<file path="src/rtl/timer_oc_map.svh">
/*
  Register offsets, field positions and reset values of the timer
  output-compare block. Assumes a 32-bit bus with word-aligned registers.
*/
// Function
// - Event on every counted cycle counter equals compare
// - Back-to-back matches both give events, period-then-zero too
// - Center crest: period-1 then period, two events
// - Center valley: 1 then 0, two events
// - Toggle mode inverts output on every event
// - Center events set flag and raise interrupt
// - Reference clear works in every slave mode
// - Counter reset after clear restores PWM next period
// - Break inputs clear outputs; optional auto re-enable
`ifndef TIMER_OC_MAP_SVH
`define TIMER_OC_MAP_SVH

`define OFS_CTRL 8'h00
`define OFS_PERIOD 8'h04
`define OFS_COMPARE 8'h08
`define OFS_REPEAT 8'h0c
`define OFS_COUNT 8'h10
`define OFS_STATUS 8'h14
`define OFS_MASK 8'h18
`define OFS_OUTSTAT 8'h1c

`define CTRL_EN 0
`define CTRL_CENTER 1
`define CTRL_MODE_LO 2
`define CTRL_MODE_HI 4
`define CTRL_AUTO_REEN 5
`define CTRL_MOE 6
`define CTRL_SMS_LO 7
`define CTRL_SMS_HI 8
`define CTRL_CLREN 9
`define CTRL_POL 10
`define CTRL_BITS 11

`define ST_CC 0
`define ST_UPD 1
`define ST_BRK 2
`define ST_BITS 3

`define RST_CTRL 11'h000
`define RST_PERIOD 16'hffff
`define RST_COMPARE 16'h0000
`define RST_REPEAT 8'h00

`endif

</file>
<file path="src/rtl/timer_oc_pkg.sv">
/*
  Types shared by the timer output-compare design.
  Assumes nothing of its surroundings.
*/
package timer_oc_pkg;
  typedef enum logic [2:0] {
    OC_FROZEN,
    OC_ACT_ON_MATCH,
    OC_INACT_ON_MATCH,
    OC_TOGGLE,
    OC_FORCE_LO,
    OC_FORCE_HI,
    OC_PWM1,
    OC_PWM2
  } oc_mode_t;

  typedef enum logic [1:0] {
    SLV_OFF,
    SLV_RESET,
    SLV_RESET_TRIG,
    SLV_GATED_RESET
  } slave_mode_t;

  typedef enum logic {
    DIR_UP,
    DIR_DOWN
  } dir_t;
endpackage

</file>
<file path="src/rtl/timer_output_compare.sv">
/*
  Timer output-compare top: AHB-Lite register slave, slave-mode trigger
  handling, break logic, interrupt flags and the output pin stage.
  Assumes a single AHB-Lite master, word accesses only, and that the
  trigger, clear and break pins are asynchronous to hclk.
*/
`timescale 1ns/10ps
`include "timer_oc_map.svh"
module timer_output_compare
  import timer_oc_pkg::*;
#(
  parameter int CNT_W = 16,
  parameter int REP_W = 8
)
(
  input wire logic hclk,
  input wire logic hresetn,
  input wire logic hsel,
  input wire logic [31:0] haddr,
  input wire logic [1:0] htrans,
  input wire logic hwrite,
  input wire logic [2:0] hsize,
  input wire logic [31:0] hwdata,
  input wire logic hready,
  output logic hreadyout,
  output logic hresp,
  output logic [31:0] hrdata,
  input wire logic trigger_in,
  input wire logic ref_clear_in,
  input wire logic break_input,
  input wire logic second_break_input,
  output logic oc_out,
  output logic oc_oe,
  output logic irq
);
  logic [`CTRL_BITS-1:0] ctrl_q;
  logic [CNT_W-1:0] period_value;
  logic [CNT_W-1:0] compare_value;
  logic [REP_W-1:0] repetition_count;
  logic [`ST_BITS-1:0] status_q;
  logic [`ST_BITS-1:0] mask_q;
  logic [`ST_BITS-1:0] status_set;
  logic moe_q;
  logic started_q;
  logic wr_q;
  logic [7:0] addr_q;
  logic [31:0] rdata_q;
  logic [31:0] rdata_d;
  logic accept;
  logic [3:0] sync1_q;
  logic [3:0] sync2_q;
  logic trig_prev_q;
  logic trig_s;
  logic clr_s;
  logic brk_s;
  logic trig_rise;
  logic cnt_reset;
  logic run;
  logic update;
  logic cc_event;
  logic oc_ref;
  logic dir_down;
  logic [CNT_W-1:0] counter_value;
  logic oc_out_q;
  slave_mode_t sms;
  oc_mode_t mode;
  logic ctrl_wr;

  assign accept = hsel && hready && htrans[1];
  assign hreadyout = 1'b1;
  assign hresp = 1'b0;
  assign hrdata = rdata_q;

  // Address phase capture; only word transfers are expected, hsize unused
  always_ff @(posedge hclk or negedge hresetn)
  begin
    if (!hresetn)
    begin
      wr_q <= 1'b0;
      addr_q <= 8'h00;
    end
    else
    begin
      wr_q <= accept && hwrite;
      addr_q <= haddr[7:0];
    end
  end

  always_comb
  begin
    rdata_d = 32'h0000_0000;
    case (haddr[7:0])
      `OFS_CTRL:
      begin
        rdata_d[`CTRL_BITS-1:0] = ctrl_q;
        rdata_d[`CTRL_MOE] = moe_q;
      end
      `OFS_PERIOD: rdata_d[CNT_W-1:0] = period_value;
      `OFS_COMPARE: rdata_d[CNT_W-1:0] = compare_value;
      `OFS_REPEAT: rdata_d[REP_W-1:0] = repetition_count;
      `OFS_COUNT: rdata_d[CNT_W-1:0] = counter_value;
      `OFS_STATUS: rdata_d[`ST_BITS-1:0] = status_q;
      `OFS_MASK: rdata_d[`ST_BITS-1:0] = mask_q;
      `OFS_OUTSTAT: rdata_d[3:0] = {dir_down, moe_q, oc_out_q, oc_ref};
      default: rdata_d = 32'h0000_0000;
    endcase
  end

  // Read data are sampled in the address phase and stand in the data phase
  always_ff @(posedge hclk or negedge hresetn)
  begin
    if (!hresetn)
      rdata_q <= 32'h0000_0000;
    else if (accept && !hwrite)
      rdata_q <= rdata_d;
  end

  assign ctrl_wr = wr_q && (addr_q == `OFS_CTRL);

  always_ff @(posedge hclk or negedge hresetn)
  begin
    if (!hresetn)
      ctrl_q <= `RST_CTRL;
    else if (ctrl_wr)
      ctrl_q <= hwdata[`CTRL_BITS-1:0];
  end

  // New compare and period take effect on the following cycle
  always_ff @(posedge hclk or negedge hresetn)
  begin
    if (!hresetn)
    begin
      period_value <= `RST_PERIOD;
      compare_value <= `RST_COMPARE;
      repetition_count <= `RST_REPEAT;
    end
    else if (wr_q)
    begin
      if (addr_q == `OFS_PERIOD)
        period_value <= hwdata[CNT_W-1:0];
      if (addr_q == `OFS_COMPARE)
        compare_value <= hwdata[CNT_W-1:0];
      if (addr_q == `OFS_REPEAT)
        repetition_count <= hwdata[REP_W-1:0];
    end
  end

  always_ff @(posedge hclk or negedge hresetn)
  begin
    if (!hresetn)
      mask_q <= '0;
    else if (wr_q && addr_q == `OFS_MASK)
      mask_q <= hwdata[`ST_BITS-1:0];
  end

  // Pins are asynchronous: two flops before any use
  always_ff @(posedge hclk or negedge hresetn)
  begin
    if (!hresetn)
    begin
      sync1_q <= 4'h0;
      sync2_q <= 4'h0;
    end
    else
    begin
      sync1_q <= {second_break_input, break_input, ref_clear_in, trigger_in};
      sync2_q <= sync1_q;
    end
  end

  assign trig_s = sync2_q[0];
  assign clr_s = sync2_q[1];
  assign brk_s = sync2_q[2] | sync2_q[3];

  always_ff @(posedge hclk or negedge hresetn)
  begin
    if (!hresetn)
      trig_prev_q <= 1'b0;
    else
      trig_prev_q <= trig_s;
  end

  assign sms = slave_mode_t'(ctrl_q[`CTRL_SMS_HI:`CTRL_SMS_LO]);
  assign mode = oc_mode_t'(ctrl_q[`CTRL_MODE_HI:`CTRL_MODE_LO]);
  assign trig_rise = trig_s && !trig_prev_q;
  assign cnt_reset = trig_rise && (sms != SLV_OFF);

  // Reset plus trigger: counting starts at the first trigger edge
  always_ff @(posedge hclk or negedge hresetn)
  begin
    if (!hresetn)
      started_q <= 1'b0;
    else if (!ctrl_q[`CTRL_EN])
      started_q <= 1'b0;
    else if (trig_rise)
      started_q <= 1'b1;
  end

  always_comb
  begin
    case (sms)
      SLV_OFF: run = ctrl_q[`CTRL_EN];
      SLV_RESET: run = ctrl_q[`CTRL_EN];
      SLV_RESET_TRIG: run = ctrl_q[`CTRL_EN] && started_q;
      SLV_GATED_RESET: run = ctrl_q[`CTRL_EN] && trig_s;
      default: run = 1'b0;
    endcase
  end

  oc_counter #(
    .CNT_W(CNT_W),
    .REP_W(REP_W)
  ) u_counter (
    .hclk(hclk),
    .hresetn(hresetn),
    .run(run),
    .center(ctrl_q[`CTRL_CENTER]),
    .period(period_value),
    .repeat_load(repetition_count),
    .reset_req(cnt_reset),
    .counter_value(counter_value),
    .dir_down(dir_down),
    .update(update)
  );

  oc_channel #(
    .CNT_W(CNT_W)
  ) u_channel (
    .hclk(hclk),
    .hresetn(hresetn),
    .run(run),
    .counter_value(counter_value),
    .compare_value(compare_value),
    .mode(mode),
    .clear_en(ctrl_q[`CTRL_CLREN]),
    .clear_in(clr_s),
    .counter_reset(cnt_reset),
    .update(update),
    .compare_event(cc_event),
    .oc_ref(oc_ref)
  );

  // Break dominates software; auto re-enable waits for an update event
  always_ff @(posedge hclk or negedge hresetn)
  begin
    if (!hresetn)
      moe_q <= 1'b0;
    else if (brk_s)
      moe_q <= 1'b0;
    else if (ctrl_wr)
      moe_q <= hwdata[`CTRL_MOE];
    else if (ctrl_q[`CTRL_AUTO_REEN] && update)
      moe_q <= 1'b1;
  end

  always_ff @(posedge hclk or negedge hresetn)
  begin
    if (!hresetn)
    begin
      oc_out_q <= 1'b0;
      oc_oe <= 1'b0;
    end
    else
    begin
      oc_out_q <= moe_q && (oc_ref ^ ctrl_q[`CTRL_POL]);
      oc_oe <= moe_q;
    end
  end

  assign oc_out = oc_out_q;

  assign status_set[`ST_CC] = cc_event;
  assign status_set[`ST_UPD] = update;
  assign status_set[`ST_BRK] = brk_s;

  // Write one to clear; a same-cycle event wins
  always_ff @(posedge hclk or negedge hresetn)
  begin
    if (!hresetn)
      status_q <= '0;
    else if (wr_q && addr_q == `OFS_STATUS)
      status_q <= (status_q & ~hwdata[`ST_BITS-1:0]) | status_set;
    else
      status_q <= status_q | status_set;
  end

  assign irq = |(status_q & mask_q);
endmodule

</file>
<file path="src/rtl/oc_counter.sv">
/*
  Timer counter: edge-aligned up counting or center-aligned up/down,
  with a repetition down-counter that gates the update event.
  Assumes run and reset_req come from logic on the same clock.
*/
`timescale 1ns/10ps
module oc_counter
  import timer_oc_pkg::*;
#(
  parameter int CNT_W = 16,
  parameter int REP_W = 8
)
(
  input wire logic hclk,
  input wire logic hresetn,
  input wire logic run,
  input wire logic center,
  input wire logic [CNT_W-1:0] period,
  input wire logic [REP_W-1:0] repeat_load,
  input wire logic reset_req,
  output logic [CNT_W-1:0] counter_value,
  output logic dir_down,
  output logic update
);
  logic [CNT_W-1:0] cnt_q;
  logic [CNT_W-1:0] cnt_d;
  logic [REP_W-1:0] rep_q;
  dir_t dir_q;
  dir_t dir_d;
  logic wrap;

  always_comb
  begin
    cnt_d = cnt_q;
    dir_d = dir_q;
    wrap = 1'b0;
    if (!center)
    begin
      dir_d = DIR_UP;
      if (cnt_q >= period)
      begin
        cnt_d = '0;
        wrap = 1'b1;
      end
      else
      begin
        cnt_d = cnt_q + 1'b1;
      end
    end
    else
    begin
      case (dir_q)
        DIR_UP:
        begin
          // Crest compares against the live period, which may be new
          if (cnt_q >= period)
          begin
            dir_d = DIR_DOWN;
            cnt_d = (period == '0) ? '0 : period - 1'b1;
            wrap = 1'b1;
          end
          else
          begin
            cnt_d = cnt_q + 1'b1;
          end
        end
        DIR_DOWN:
        begin
          if (cnt_q == '0)
          begin
            dir_d = DIR_UP;
            cnt_d = (period == '0) ? '0 : {{(CNT_W-1){1'b0}}, 1'b1};
            wrap = 1'b1;
          end
          else
          begin
            cnt_d = cnt_q - 1'b1;
          end
        end
        default:
        begin
          dir_d = DIR_UP;
          cnt_d = '0;
        end
      endcase
    end
  end

  always_ff @(posedge hclk or negedge hresetn)
  begin
    if (!hresetn)
    begin
      cnt_q <= '0;
      dir_q <= DIR_UP;
    end
    else if (reset_req)
    begin
      cnt_q <= '0;
      dir_q <= DIR_UP;
    end
    else if (run)
    begin
      cnt_q <= cnt_d;
      dir_q <= dir_d;
    end
  end

  always_ff @(posedge hclk or negedge hresetn)
  begin
    if (!hresetn)
      rep_q <= '0;
    else if (reset_req || (run && wrap && rep_q == '0))
      rep_q <= repeat_load;
    else if (run && wrap)
      rep_q <= rep_q - 1'b1;
  end

  assign update = reset_req || (run && wrap && rep_q == '0);
  assign counter_value = cnt_q;
  assign dir_down = (dir_q == DIR_DOWN);
endmodule

</file>
<file path="src/rtl/oc_channel.sv">
/*
  One compare channel: match detection, output reference modes and the
  reference clear latch.
  Assumes clear_in is already synchronised to hclk.
*/
`timescale 1ns/10ps
module oc_channel
  import timer_oc_pkg::*;
#(
  parameter int CNT_W = 16
)
(
  input wire logic hclk,
  input wire logic hresetn,
  input wire logic run,
  input wire logic [CNT_W-1:0] counter_value,
  input wire logic [CNT_W-1:0] compare_value,
  input wire oc_mode_t mode,
  input wire logic clear_en,
  input wire logic clear_in,
  input wire logic counter_reset,
  input wire logic update,
  output logic compare_event,
  output logic oc_ref
);
  logic ref_q;
  logic clr_q;
  logic below;

  // Plain equality each counted cycle, so back-to-back matches never merge
  assign compare_event = run && (counter_value == compare_value);
  assign below = counter_value < compare_value;

  always_ff @(posedge hclk or negedge hresetn)
  begin
    if (!hresetn)
      ref_q <= 1'b0;
    else
    begin
      case (mode)
        OC_FROZEN: ref_q <= ref_q;
        OC_ACT_ON_MATCH: ref_q <= ref_q | compare_event;
        OC_INACT_ON_MATCH: ref_q <= ref_q & ~compare_event;
        OC_TOGGLE: ref_q <= ref_q ^ compare_event;
        OC_FORCE_LO: ref_q <= 1'b0;
        OC_FORCE_HI: ref_q <= 1'b1;
        OC_PWM1: ref_q <= below;
        OC_PWM2: ref_q <= ~below;
        default: ref_q <= 1'b0;
      endcase
    end
  end

  // Counter reset also releases the latch, so the next period starts active
  always_ff @(posedge hclk or negedge hresetn)
  begin
    if (!hresetn)
      clr_q <= 1'b0;
    else if (clear_en && clear_in)
      clr_q <= 1'b1;
    else if (update || counter_reset)
      clr_q <= 1'b0;
  end

  assign oc_ref = ref_q & ~clr_q;
endmodule

</file>
<file path="config.mk">
export PLATFORM = sky130hd
export DESIGN_NAME = timer_output_compare
export DESIGN_NICKNAME = d
export VERILOG_FILES = /design/src/rtl/timer_oc_pkg.sv /design/src/rtl/timer_output_compare.sv /design/src/rtl/oc_counter.sv /design/src/rtl/oc_channel.sv
export VERILOG_INCLUDE_DIRS = /design/src /design/src/rtl
export SDC_FILE = /design/constraint.sdc
export NUM_CORES = 1
export LEC_CHECK = 0
export BUFFER_PORTS_ARGS = -buffer_cell sky130_fd_sc_hd__buf_2
export CORE_UTILIZATION = 56
export DETAILED_ROUTE_END_ITERATION = 6
export PLACE_DENSITY = 0.79
export SETUP_SLACK_MARGIN = 0.3
export SLEW_MARGIN = 20
export SYNTH_ARGS = -nofsm -noshare
export SYNTH_HDL_FRONTEND = slang
export SYNTH_SLANG_ARGS = --single-unit
</file>
<file path="constraint.sdc">
create_clock -name hclk -period 4.7 [get_ports hclk]
set_input_delay 0.94 -clock hclk [delete_from_list [all_inputs] [get_ports hclk]]
set_output_delay 0.94 -clock hclk [all_outputs]
set_load 0.02 [all_outputs]
</file>
-- Yosys cells after proc, flatten, opt, wreduce, memory -nomap -nowiden
Cells that the tools add are included.
- ROM bits: 0
- flip-flop bits (word level): 122
- input bits: 78
- latch bits: 0
- logic and storage cells: 139
- memories kept: 0
- RAM bits: 0
- output and inout port bits: 37
- shift-type cells: 0
- reduce and logical (&&, ||, !) cells: 38
- mux-type cells: 35
- divide/modulo/power cells: 0
- equal/unequal tests: 24
- add/sub/neg operators: 4
- bitwise logic cells: 15
- magnitude comparators: 2
- multiply operators: 0
- operators by type and width (kind ; count):
    16-bit two-way mux ; 7
    8-bit by 5-bit == test with 1-bit output, second input constant ; 6
    8-bit by 4-bit == test with 1-bit output, second input constant ; 4
    16-bit zero test ; 2
    16-bit one-hot mux with 2 select lines ; 1
    16-bit by 1-bit subtractor with 16-bit output, second input constant ; 2
    8-bit zero test ; 3
    3-bit one-hot mux with 8 select lines ; 1
    4-bit one-hot mux with 5 select lines ; 1
    1-bit logical AND ; 17
    16-bit by 1-bit adder with 16-bit output, second input constant ; 1
    16-bit == test ; 1
    8-bit by 3-bit == test with 1-bit output, second input constant ; 2
    16-bit >= comparator ; 1
    16-bit < comparator ; 1
    8-bit two-way mux ; 2
    1-bit two-way mux ; 15
    5-bit one-hot mux with 3 select lines ; 1
    3-bit == test, second input constant ; 4
    3-bit one-hot mux with 4 select lines ; 1
    2-bit nonzero test ; 4
    8-bit by 1-bit subtractor with 8-bit output, second input constant ; 1
    1-bit one-hot mux with 7 select lines ; 1
    3-bit bitwise AND ; 2
    other kinds (23) ; 37

-- Longest topological paths before layout
Gate-level depths: netlist of run 1.
- depth after elaboration: 11
- depth in mapped cells: 11
- mapped depth without buffers: 9

-- Cells and area by module
Synthesis of run 1 repeated with hierarchy kept, for this count alone.
- cell total of the unflattened synthesis: 771
- area total of the unflattened synthesis: 7734.9 µm²
- modules (own cells, without submodules) (module ; cells each ; area an instance (µm²) ; times used ; seq. area each (µm²)):
    timer_output_compare ; 308 ; 4209.0 ; 1 ; 2372.3
    oc_counter ; 383 ; 2940.3 ; 1 ; 625.6
    oc_channel ; 80 ; 585.6 ; 1 ; 50.0

-- Least setup slack after synthesis of run 1
Ideal clock, no wire load.
- kind: reg2reg
- start point: register u_counter.cnt_q[0], in the netlist u_counter.counter_value[0]
- end point: register u_counter.rep_q[0]
- cell stages (with the launch flop): 12
- setup time: 0.087 ns
- arrival: 2.666 ns
- data required time: 4.613 ns
- period minus slack after synthesis: 2.753 ns
- setup slack: 1.947 ns
- path buffers: 2
- path through: dfrtp_1 clkbuf_1 inv_1 ha_1 nand2b_1 a2111o_1 a311oi_2 nand3_2 and2_4 or2_2 buf_2 a22oi_1
- cells in the longest elaborated chain, start to end: 8
- elaborated cells between the ends (all ways): 11
- those cells by class: 1 x order compare; 5 x mux; 5 x reduce/logical
- RTL lines (element ; RTL line ; source):
    from (decl) ; oc_counter.sv:25 ; logic [CNT_W-1:0] cnt_q;
    from (signal assigned) ; oc_counter.sv:103 ; cnt_q <= cnt_d;
    16-bit >= comparator or 16-bit zero test (tied branches) ; oc_counter.sv:40, oc_counter.sv:56, oc_counter.sv:69 ;
    1-bit two-way mux, on equally long branches ; oc_counter.sv:40, oc_counter.sv:56, oc_counter.sv:69 ;
    1-bit one-hot mux with 2 select lines ; oc_counter.sv:52 ; case (dir_q)
    1-bit two-way mux * ; oc_counter.sv:37 ; if (!center)
    1-bit logical AND * ; oc_counter.sv:112, oc_counter.sv:114 ;
    1-bit logical AND ; oc_counter.sv:112 ; else if (reset_req || (run && wrap && rep_q == '0))
    1-bit logical OR ; oc_counter.sv:112 ;
    8-bit two-way mux or 2-bit nonzero test (tied branches) ; n/a ;
    to (signal assigned) ; oc_counter.sv:113 ; rep_q <= repeat_load;
    to (signal assigned) ; oc_counter.sv:115 ; rep_q <= rep_q - 1'b1;
    to (decl) ; oc_counter.sv:27 ; logic [REP_W-1:0] rep_q;
Every way passes the cells marked *; elsewhere a longest branch is shown, timed or not.
A chain may end at the register's enable or synchronous reset.

-- Worst setup path in the final report of run 1
- start point: register u_counter.cnt_q[0], in the netlist u_counter.counter_value[0]
- end point: register u_counter.rep_q[7]
Same word-level chain as after synthesis.

==> impl_metrics.tcl, run 1 <==
set metrics [dict create \
    status "finished with violations" \
    violations "design-rule violations" \
    place_hpwl_um 14100 \
    synth_area_leaders "dfrtp_1, ha_1, o21ai_0" \
    final_nets 965 \
    ys.flop_type "dfrtp_1" \
    grt_overflow 0 \
    ys_types 77 \
    synth_warnings 0 \
    yosysTopAreaCellShare 0.353 \
    clk_pin_slew_ps 50 \
    insertion_delay_ps 420 \
    ir_drop_uv 410 \
    rows 41 \
    n_antenna_cell 0 \
    synth_edf_count 0 \
    holdWs_ps 345 \
    synth_area_per_cell_um2 9.11 \
    core_area_um2 12800 \
    start_kind "flop" \
    slew_headroom 0.336 \
    fin_crit_sh 0.670 \
    setup_viol_count_final 0 \
    maxCapViolCount 0 \
    cp.arrival_ps 3510 \
    fin_tns_setup_ps 0 \
    slowest_delay_ps 510 \
    route.vias.total 6420 \
    routedWlPerCell_um 18.9 \
    yosysTopAreaCell "dfrtp_1" \
    criticalPathCategory "flop to flop" \
    io_pins 115 \
    gp_congestion 0.941 \
    final_util 0.653 \
    dp_cells 1001 \
    leakage_nw 3.82 \
    synth-seq-area-share 0.409 \
    antenna_found_initial 0 \
    worstPathCellList "inv_1 -> ha_1 -> nand2b_1 -> a2111o_1 -> a311oi_2 -> nand3_2 -> and2_4 -> a21oi_1 -> o22a_1" \
    first_pass_iters 7 \
    cts_num_sinks 121 \
    crit_fanout 11 \
    initial_utilization 0.583 \
    drive_above_1_share 0.181 \
    antenna_left 0 \
    critical_path_required_ps 5060 \
    netlist_area_um2 7440 \
    worstHoldPathType "flop to flop" \
    crit_slowest_cell "a21oi_1" \
    grt.total_usage 0.304 \
    slew_violations 0 \
    crit_path_end_kind "flop" \
    rsz0062_at_grt "no" \
    finClkSkew_ps 8.29 \
    chipHeight_um 117 \
    cts_tree "yes" \
    cts_buffers 17 \
    post-route-min-period_ps 3150 \
    drt_first_iter_violations 1067 \
    cts_resized 0 \
    layout.cells.non_filler 1033 \
    htree_levels 4 \
    synthArstFlopShare 1.00 \
    design.die.area_um2 13800 \
    wl_um 19600 \
    cts_setup_buffers 0 \
    p_per_area_nw_per_um2 390 \
    synth-seq-cells 121 \
    drc_errors 5 \
    area_delta_synth_final_pct 12.0 \
    worstMarginPinSlew_ps 987 \
    clock-root-buffer "clkbuf_16" \
    die_w_um 117 \
    grt_pass1_vias 6186 \
    vias_per_cell 6.21 \
    syn_inst 817 \
    io_buffer_count 52 \
    final.fill_count 1008 \
    grt_max_degree 47 \
    fmax_ghz 0.317 \
    postCtsHoldBufs 0 \
    grt_pass1_wl_um 32700 \
    hold_viol_final 0 \
    clk_path_buf_depth 2 \
]
[kinds of logic (layout without fill, tap and decap cells)]
| group | count (synthesis) | in the layout | share of synthesized area |
|---|---|---|---|
| AOI/OAI and AO/OA | 220 | 220 | 0.188 |
| xor gates and xnor gates | 26 | 26 | 0.0306 |
| adders and majority gates | 39 | 39 | 0.0655 |
| buffers and inverters | 112 | 140 | 0.0704 |
| DFF | 121 | 121 | 0.409 |
| muxes | 30 | 30 | 0.0503 |
| other | 2 | 18 | 0.00101 |
| and+or+nand+nor | 267 | 267 | 0.185 |
[layout by cell type (no fill, tap or decap), types with 9 or more instances in the layout]
master     instances
conb_1            18
nand2_1           91
nor3_1            24
nor4_1            10
mux2_2            19
buf_4              9
ha_1              39
xnor2_1           21
clkbuf_16         17
dfrtp_1          105
o21ai_0           85
dfstp_2           16
nand4_1           10
a211oi_1           9
inv_1             48
nand3_1           23
nor2_1            49
a31oi_1           10
buf_2             51
a21oi_1           46
[registers in the layout, summed over array words and instances, names as in the netlist, 4 cells and up]
register	flops
addr_q	8
ctrl_q	10
period_value	16
repetition_count	8
sync1_q	4
u_counter.counter_value	16
compare_value	16
sync2_q	4
u_counter.rep_q	8
hrdata	16
[worst paths after layout]
kind,from,endpoint,slack [ps],cells after the start
setup / recovery,u_counter.counter_value[0]$_DFFE_PN0P_,u_counter.rep_q[7]$_DFFE_PN0P_,1550,9
hold / removal,sync1_q[0]$_DFF_PN0_,sync2_q[0]$_DFF_PN0_,350,0
setup reg to reg,u_counter.counter_value[0]$_DFFE_PN0P_,u_counter.rep_q[7]$_DFFE_PN0P_,1550,9
hold reg to reg,sync1_q[0]$_DFF_PN0_,sync2_q[0]$_DFF_PN0_,350,0
max in group asynchronous,hresetn,moe_q$_DFFE_PN0P_,3200,2
min in group asynchronous,hresetn,wr_q$_DFF_PN0_,510,1
[layout make-up]
type                       instances  area, um^2  share of cell area
clock buffer                      20         457              0.0548
clock inverter                    12         171              0.0206
inverter                          48         180              0.0216
multi-input combinational        600        3940               0.473
sequential                       121        3050               0.366
tap                              172         215              0.0258
timing repair buffer              60         323              0.0387
[per-layer routing]
layer / global-route usage / wire, um / vias to the layer above / part of all wire
li1: - / - / 2988 / -
met2: 0.469 / 8970 / 347 / 0.46
met1: 0.413 / 8260 / 3034 / 0.42
met4: 0.112 / 480 / 0 / 0.025
met3: 0.0768 / 1860 / 51 / 0.095
met5: 0 / 0 / - / 0
[Yosys cell counts (4+ instances only)]
| cell | instances |
|---|---|
| nor3_1 | 24 |
| nor4_1 | 10 |
| a222oi_1 | 5 |
| a32oi_1 | 4 |
| a22o_1 | 5 |
| a221oi_1 | 7 |
| xnor2_1 | 21 |
| a21o_1 | 4 |
| a211oi_1 | 9 |
| clkbuf_1 | 30 |
| nor2b_1 | 4 |
| o211ai_1 | 4 |
| ha_1 | 39 |
| buf_2 | 9 |
| and3_1 | 4 |
| xor2_1 | 5 |
| buf_4 | 18 |
| o31ai_1 | 5 |
| nor2_1 | 49 |
| a31oi_1 | 10 |
| or2_2 | 4 |
| nand2b_1 | 7 |
| inv_1 | 48 |
| nand4_1 | 10 |
| and2_1 | 5 |
| nand3_1 | 23 |
| a21oi_1 | 46 |
| o221ai_1 | 5 |
| mux2_2 | 19 |
| mux4_2 | 4 |
| mux2i_1 | 7 |
| dfstp_2 | 16 |
| a22oi_1 | 4 |
| or3_1 | 7 |
| nor3b_1 | 5 |
| nand2_1 | 91 |
| o21ai_0 | 85 |
| dfrtp_1 | 105 |
[power breakdown]
group	switching (mW)	leakage [nW]	internal, mW
registers	0.154	1.41	1.11
clock network	0.481	0.302	0.912
logic	0.347	2.11	0.246
[worst max-delay path, delay by kind of cell, from the launching register on]
kind	cells	cell delay [ps]
AO/OA/AOI/OAI	4	1490
flip-flops	1	380
adder cells (fa/ha/maj)	1	270
AND/OR/NAND/NOR	3	740
buffers and inverters	1	200
[metrics by stage]
step	setup WS [ps]	power [mW]	cell area, um^2
after detailed placement	1660	1.85	7710
after floorplan	1950	1.69	7500
after global placement	1660	1.84	7710
after CTS	1640	3.24	8340
final	1550	3.25	8340
after global routing	1340	3.38	8340
Note: power is estimated with default switching activity, not from simulation.
==> run 2, diff against run 1 <==
==> constraint.sdc (replaced) <==
create_clock -name hclk -period 3.1 [get_ports hclk]
set_input_delay 0.62 -clock hclk [delete_from_list [all_inputs] [get_ports hclk]]
set_output_delay 0.62 -clock hclk [all_outputs]
set_load 0.02 [all_outputs]
==> run 2 against run 1 <==
Net effect:
- the flow now finishes without violations
- global-route usage is 0.057 points higher
- largest cell class unchanged
- total power grew 48%
- sequential power is 46% higher
==> impl_metrics.tcl, run 2 (synthesis gave the netlist of run 1 again) <==
set metrics [dict create \
    crit_fanout 8 \
    grt_max_degree 53 \
    antenna_left 0 \
    core_area_um2 12800 \
    leakage_nw 3.97 \
    antenna_found_initial 1 \
    status "completed" \
    holdWs_ps 223 \
    grt.total_usage 0.305 \
    critical_path_required_ps 3390 \
    p_per_area_nw_per_um2 560 \
    grt_overflow 0 \
    ir_drop_uv 461 \
    clk_pin_slew_ps 50 \
    rsz0062_at_grt "no" \
    chipHeight_um 117 \
    r2r_cells 8 \
    io_buffer_count 52 \
    wl_um 20500 \
    most-common-layout-cells "dfrtp_1, nand2_1, o21ai_0" \
    drive_above_1_share 0.221 \
    final_common_cell "dfrtp_1" \
    fmax_ghz 0.366 \
    routedWlPerCell_um 19.2 \
    final_util 0.672 \
    startpoint "period_value[0]$_DFFE_PN1P_" \
    clk_path_buf_depth 2 \
    criticalPathCategory "flop to flop" \
    grt_pass1_vias 6239 \
    insertion_delay_ps 420 \
    first_pass_iters 6 \
    cts_buffers 17 \
    place_hpwl_um 14800 \
    hold_viol_final 0 \
    drt_first_iter_violations 986 \
    clock-root-buffer "clkbuf_16" \
    io_pins 115 \
    drc_errors 0 \
    fin_tns_setup_ps 0 \
    fin_crit_sh 0.881 \
    slew_violations 0 \
    gp_congestion 0.948 \
    vias_per_cell 6.32 \
    htree_levels 4 \
    rows 41 \
    area_delta_synth_final_pct 15.3 \
    final.fill_count 938 \
    finClkSkew_ps 10.9 \
    crit_path_end_kind "flop" \
    cp.arrival_ps 3020 \
    route.vias.total 6730 \
    r2r_end "u_counter.counter_value[9]$_DFFE_PN0P_" \
    worstHoldPathType "input port to asynchronous set/reset pin" \
    die_w_um 117 \
    grt_pass1_wl_um 32700 \
    start_kind "flop" \
    reg2reg_from "period_value[0]$_DFFE_PN1P_" \
    initial_utilization 0.583 \
    final_nets 998 \
    setup_viol_count_final 0 \
    slew_headroom 0.535 \
    cts_num_sinks 121 \
    cts_tree "yes" \
    worstMarginPinSlew_ps 697 \
    post-route-min-period_ps 2730 \
    reg2reg_slack_ps 370 \
    design.die.area_um2 13800 \
    maxCapViolCount 0 \
]
-- run 2: cell types whose count changed in the layout (fill, tap and decap cells not counted), sizes merged --
cell / change
buf: +33
bufinv: -2
clkbuf: +1
clkinv: +1
clkinvlp: -1
diode: +1
inv: -1
-- run 2: metal layers --
layer / wire (um) / share of wire / vias to the layer above / track usage
li1: - / - / 3050 / -
met1: 8540 / 0.42 / 3210 / 0.411
met2: 9330 / 0.46 / 402 / 0.465
met3: 1950 / 0.095 / 68 / 0.0827
met4: 646 / 0.032 / 0 / 0.121
met5: 0 / 0 / - / 0
-- run 2: stage by stage --
step	setup WS, ps	instance area (um^2)	instances	total power [mW]
floorplan	347	7500	833	2.56
detailed placement	340	7940	1030	2.88
CTS	294	8500	1060	4.77
global placement	348	7940	1030	2.86
global route	295	8580	1064	5.02
finish	370	8580	1065	4.81
-- run 2: area by class of cell --
type / count / area, um^2 / share of cell area
Antenna cell: 1 / 2.50 / 0.000292
Inverter: 48 / 180 / 0.0210
Timing Repair Buffer: 93 / 583 / 0.0679
Clock inverter: 9 / 100 / 0.0117
Tap cell: 172 / 215 / 0.0251
Clock buffer: 21 / 460 / 0.0536
Sequential cell: 121 / 3050 / 0.355
Multi-Input combinational cell: 600 / 4000 / 0.465
-- run 2: worst max-delay path by stage --
stage | endpoint | slack [ps] | cells past startpoint
CTS | u_counter.counter_value[9]$_DFFE_PN0P_ | 290 | 8
detailed placement | u_counter.counter_value[9]$_DFFE_PN0P_ | 340 | 8
global placement | u_counter.counter_value[9]$_DFFE_PN0P_ | 350 | 8
global route | u_counter.counter_value[15]$_DFFE_PN0P_ | 290 | 8
finish | u_counter.counter_value[9]$_DFFE_PN0P_ | 370 | 8
floorplan | u_counter.rep_q[0]$_DFFE_PN0P_ | 350 | 11
-- run 2: what timing repair did --
item	in CTS	in global routing
endpoints found under the setup margin	1	22
hold buffers	0	0
pin swaps	0	3
resized for setup	1	12
setup buffers	0	4
-- run 2: power breakdown --
group | switching (mW) | internal, mW
registers | 0.157 | 1.69
logic | 0.626 | 0.448
clock network | 0.679 | 1.21
total | 1.46 | 3.34
-- run 2: worst max-delay path: stages, from the launching register on --
cell and delay (ps):
dfstp_2 590, ha_1 250, nand2b_1 150, a2111o_1 460
a311oi_4 280, and2_2 320, nor2_1 160, a221oi_1 300
o21ai_1 100
==> run 3, diff against run 2 <==
--- a/config.mk
+++ b/config.mk
@@ -7,9 +7,9 @@
 export NUM_CORES = 1
 export LEC_CHECK = 0
 export BUFFER_PORTS_ARGS = -buffer_cell sky130_fd_sc_hd__buf_2
-export CORE_UTILIZATION = 56
+export CORE_UTILIZATION = 52
 export DETAILED_ROUTE_END_ITERATION = 6
-export PLACE_DENSITY = 0.79
+export PLACE_DENSITY = 0.77
 export SETUP_SLACK_MARGIN = 0.3
 export SLEW_MARGIN = 20
 export SYNTH_ARGS = -nofsm -noshare
==> constraint.sdc (replaced) <==
create_clock -name hclk -period 2.26 [get_ports hclk]
set_input_delay 0.452 -clock hclk [delete_from_list [all_inputs] [get_ports hclk]]
set_output_delay 0.452 -clock hclk [all_outputs]
set_load 0.02 [all_outputs]
==> run 3 against run 2 <==
Net effect:
- the run now ends with negative setup slack left
- worst setup slack worse by 730 ps
- critical path depth stayed put
- clock skew shrank 0.74 ps
- cell count rose by 12%
- first-iteration DRC count decreased by 4.7%
- non-clock buffer count rose by 116
- via count up 18%
- maximum frequency increased by 4.1%
- cell area up 25%
- core utilization is 9.5 points higher
- sequential cell count is the same
- register-to-register slack worse by 730 ps
- critical path type unchanged
==> impl_metrics.tcl, run 3 (synthesis gave the netlist of run 1 again) <==
set metrics [dict create \
    place_hpwl_um 17000 \
    chipHeight_um 122 \
    worstHoldPathType "input port to flop" \
    start_kind "flop" \
    slew_violations 0 \
    clk_pin_slew_ps 60 \
    dp_cells 1124 \
    grt_overflow 0 \
    first_pass_iters 7 \
    final_nets 1114 \
    grt_pass1_wl_um 38600 \
    cp_num_buf_inv 0 \
    setup_viol_count_final 29 \
    slowest_delay_ps 560 \
    hold_viol_final 0 \
    post-route-min-period_ps 2620 \
    cts_num_sinks 121 \
    power.internal_mw 5.10 \
    setup_ws_ps -363 \
    cp.arrival_ps 2920 \
    drive_above_1_share 0.448 \
    fmax_ghz 0.381 \
    route.vias.total 7959 \
    core_area_um2 13900 \
    fin_tns_setup_ps -7150 \
    p_seq_frac 0.332 \
    rows 43 \
    swShare 0.328 \
    status "finished with violations" \
    area_delta_synth_final_pct 43.6 \
    critical_path_required_ps 2560 \
    clock-root-buffer "clkbuf_16" \
    reg2reg_slack_ps -360 \
    criticalPathCategory "flop to flop" \
    io_pins 115 \
    rsz0062_at_grt "yes" \
    grt.total_usage 0.352 \
    initial_utilization 0.534 \
    vias_per_cell 6.69 \
    design.die.area_um2 14800 \
    grt_pass1_vias 7198 \
    cp_top_family "compound AO/OA/AOI/OAI gates" \
    comb_power_share 0.290 \
    routedWlPerCell_um 24.9 \
    cts_tree "yes" \
    crit_path_end_kind "flop" \
    io_buffer_count 52 \
    final_common_cell "buf_4" \
    antenna_left 0 \
    p_sw_mw 2.49 \
    maxCapViolCount 0 \
    die_w_um 122 \
    pwr-share-clk 0.377 \
    layout.cells.non_filler 1189 \
    n_antenna_cell 0 \
    fin_crit_sh 1.16 \
    crit_slowest_cell "dfstp_2" \
    drt_first_iter_violations 940 \
    clk_path_buf_depth 2 \
    crit_fanout 11 \
    wl_um 29700 \
    grt_max_degree 55 \
    dp_slack_ps -276 \
    worstMarginPinSlew_ps 704 \
    worstPathCellList "ha_4 -> nand2b_4 -> a2111o_1 -> a311oi_4 -> nand3_2 -> and2_4 -> a211oi_1 -> a21oi_2" \
    slew_headroom 0.526 \
    htree_levels 4 \
    violations "negative setup slack" \
    leakage_nw 4.99 \
    ir_drop_uv 681 \
    cts_buffers 17 \
    drc_errors 0 \
    gp_congestion 0.972 \
    finClkSkew_ps 10.2 \
    insertion_delay_ps 440 \
    antenna_found_initial 0 \
    most-common-layout-cells "buf_4, dfrtp_1, nand2_1" \
    p_per_area_nw_per_um2 710 \
]
==> run 3: final cells by class <==
cell class	instances	area (um^2)
clock buffer	18	439
timing repair buffer	209	1720
sequential	121	3060
fill	784	3240
inverter	48	185
clock inverter	13	169
multi-input combinational	600	4900
tap	180	225
==> run 3: per-stage QoR <==
stage | power [mW] | hold WS (ps) | utilization | instance area, um^2
after floorplan | 3.59 | 156 | - | 7690
after global placement | 4.26 | 333 | 0.628 | 8750
after detailed placement | 4.30 | 337 | 0.628 | 8750
after CTS | 7.31 | 121 | 0.706 | 9840
after global routing | 7.82 | 116 | 0.767 | 10700
final | 7.59 | 117 | 0.767 | 10700
==> run 3: worst paths after layout <==
path / from / endpoint / cells after the start
worst max-delay path: period_value[0]$_DFFE_PN1P_ / u_counter.rep_q[2]$_DFFE_PN0P_ / 8
worst min-delay path: ref_clear_in / sync1_q[1]$_DFF_PN0_ / 1
worst max register to register: period_value[0]$_DFFE_PN1P_ / u_counter.rep_q[2]$_DFFE_PN0P_ / 8
worst min register to register: sync1_q[1]$_DFF_PN0_ / sync2_q[1]$_DFF_PN0_ / 0
max in group asynchronous: hresetn / u_counter.rep_q[3]$_DFFE_PN0P_ / 3
min in group asynchronous: hresetn / hrdata[10]$_DFFE_PN0P_ / 2
==> run 3: metal layers <==
metal  wire length, um  GRT usage  vias to the layer above
met5                 0          0                        -
met2             13500      0.564                      627
met1             10600      0.448                     3875
met4              1990      0.181                        0
li1                  -          -                     3289
met3              3500     0.0777                      168
==> run 3: power groups by stage <==
stage / Clock (mW) / Sequential, mW / Combinational (mW)
3_5_place_dp: 0 / 2.52 / 1.78
2_1_floorplan: 0 / 2.47 / 1.12
6_report: 2.87 / 2.52 / 2.20
4_1_cts: 2.85 / 2.50 / 1.96
3_3_place_gp: 0 / 2.52 / 1.74
5_1_grt: 2.97 / 2.53 / 2.32
==> run 3: what timing repair did <==
action | 4_1_cts | 5_1_grt
endpoints found under the hold margin | 5 | 0
resized for setup | 81 | 189
hold buffers | 1 | 0
pin swaps | 32 | 53
gates cloned | 1 | 6
setup buffers | 10 | 16
setup endpoints to repair | 53 | 84
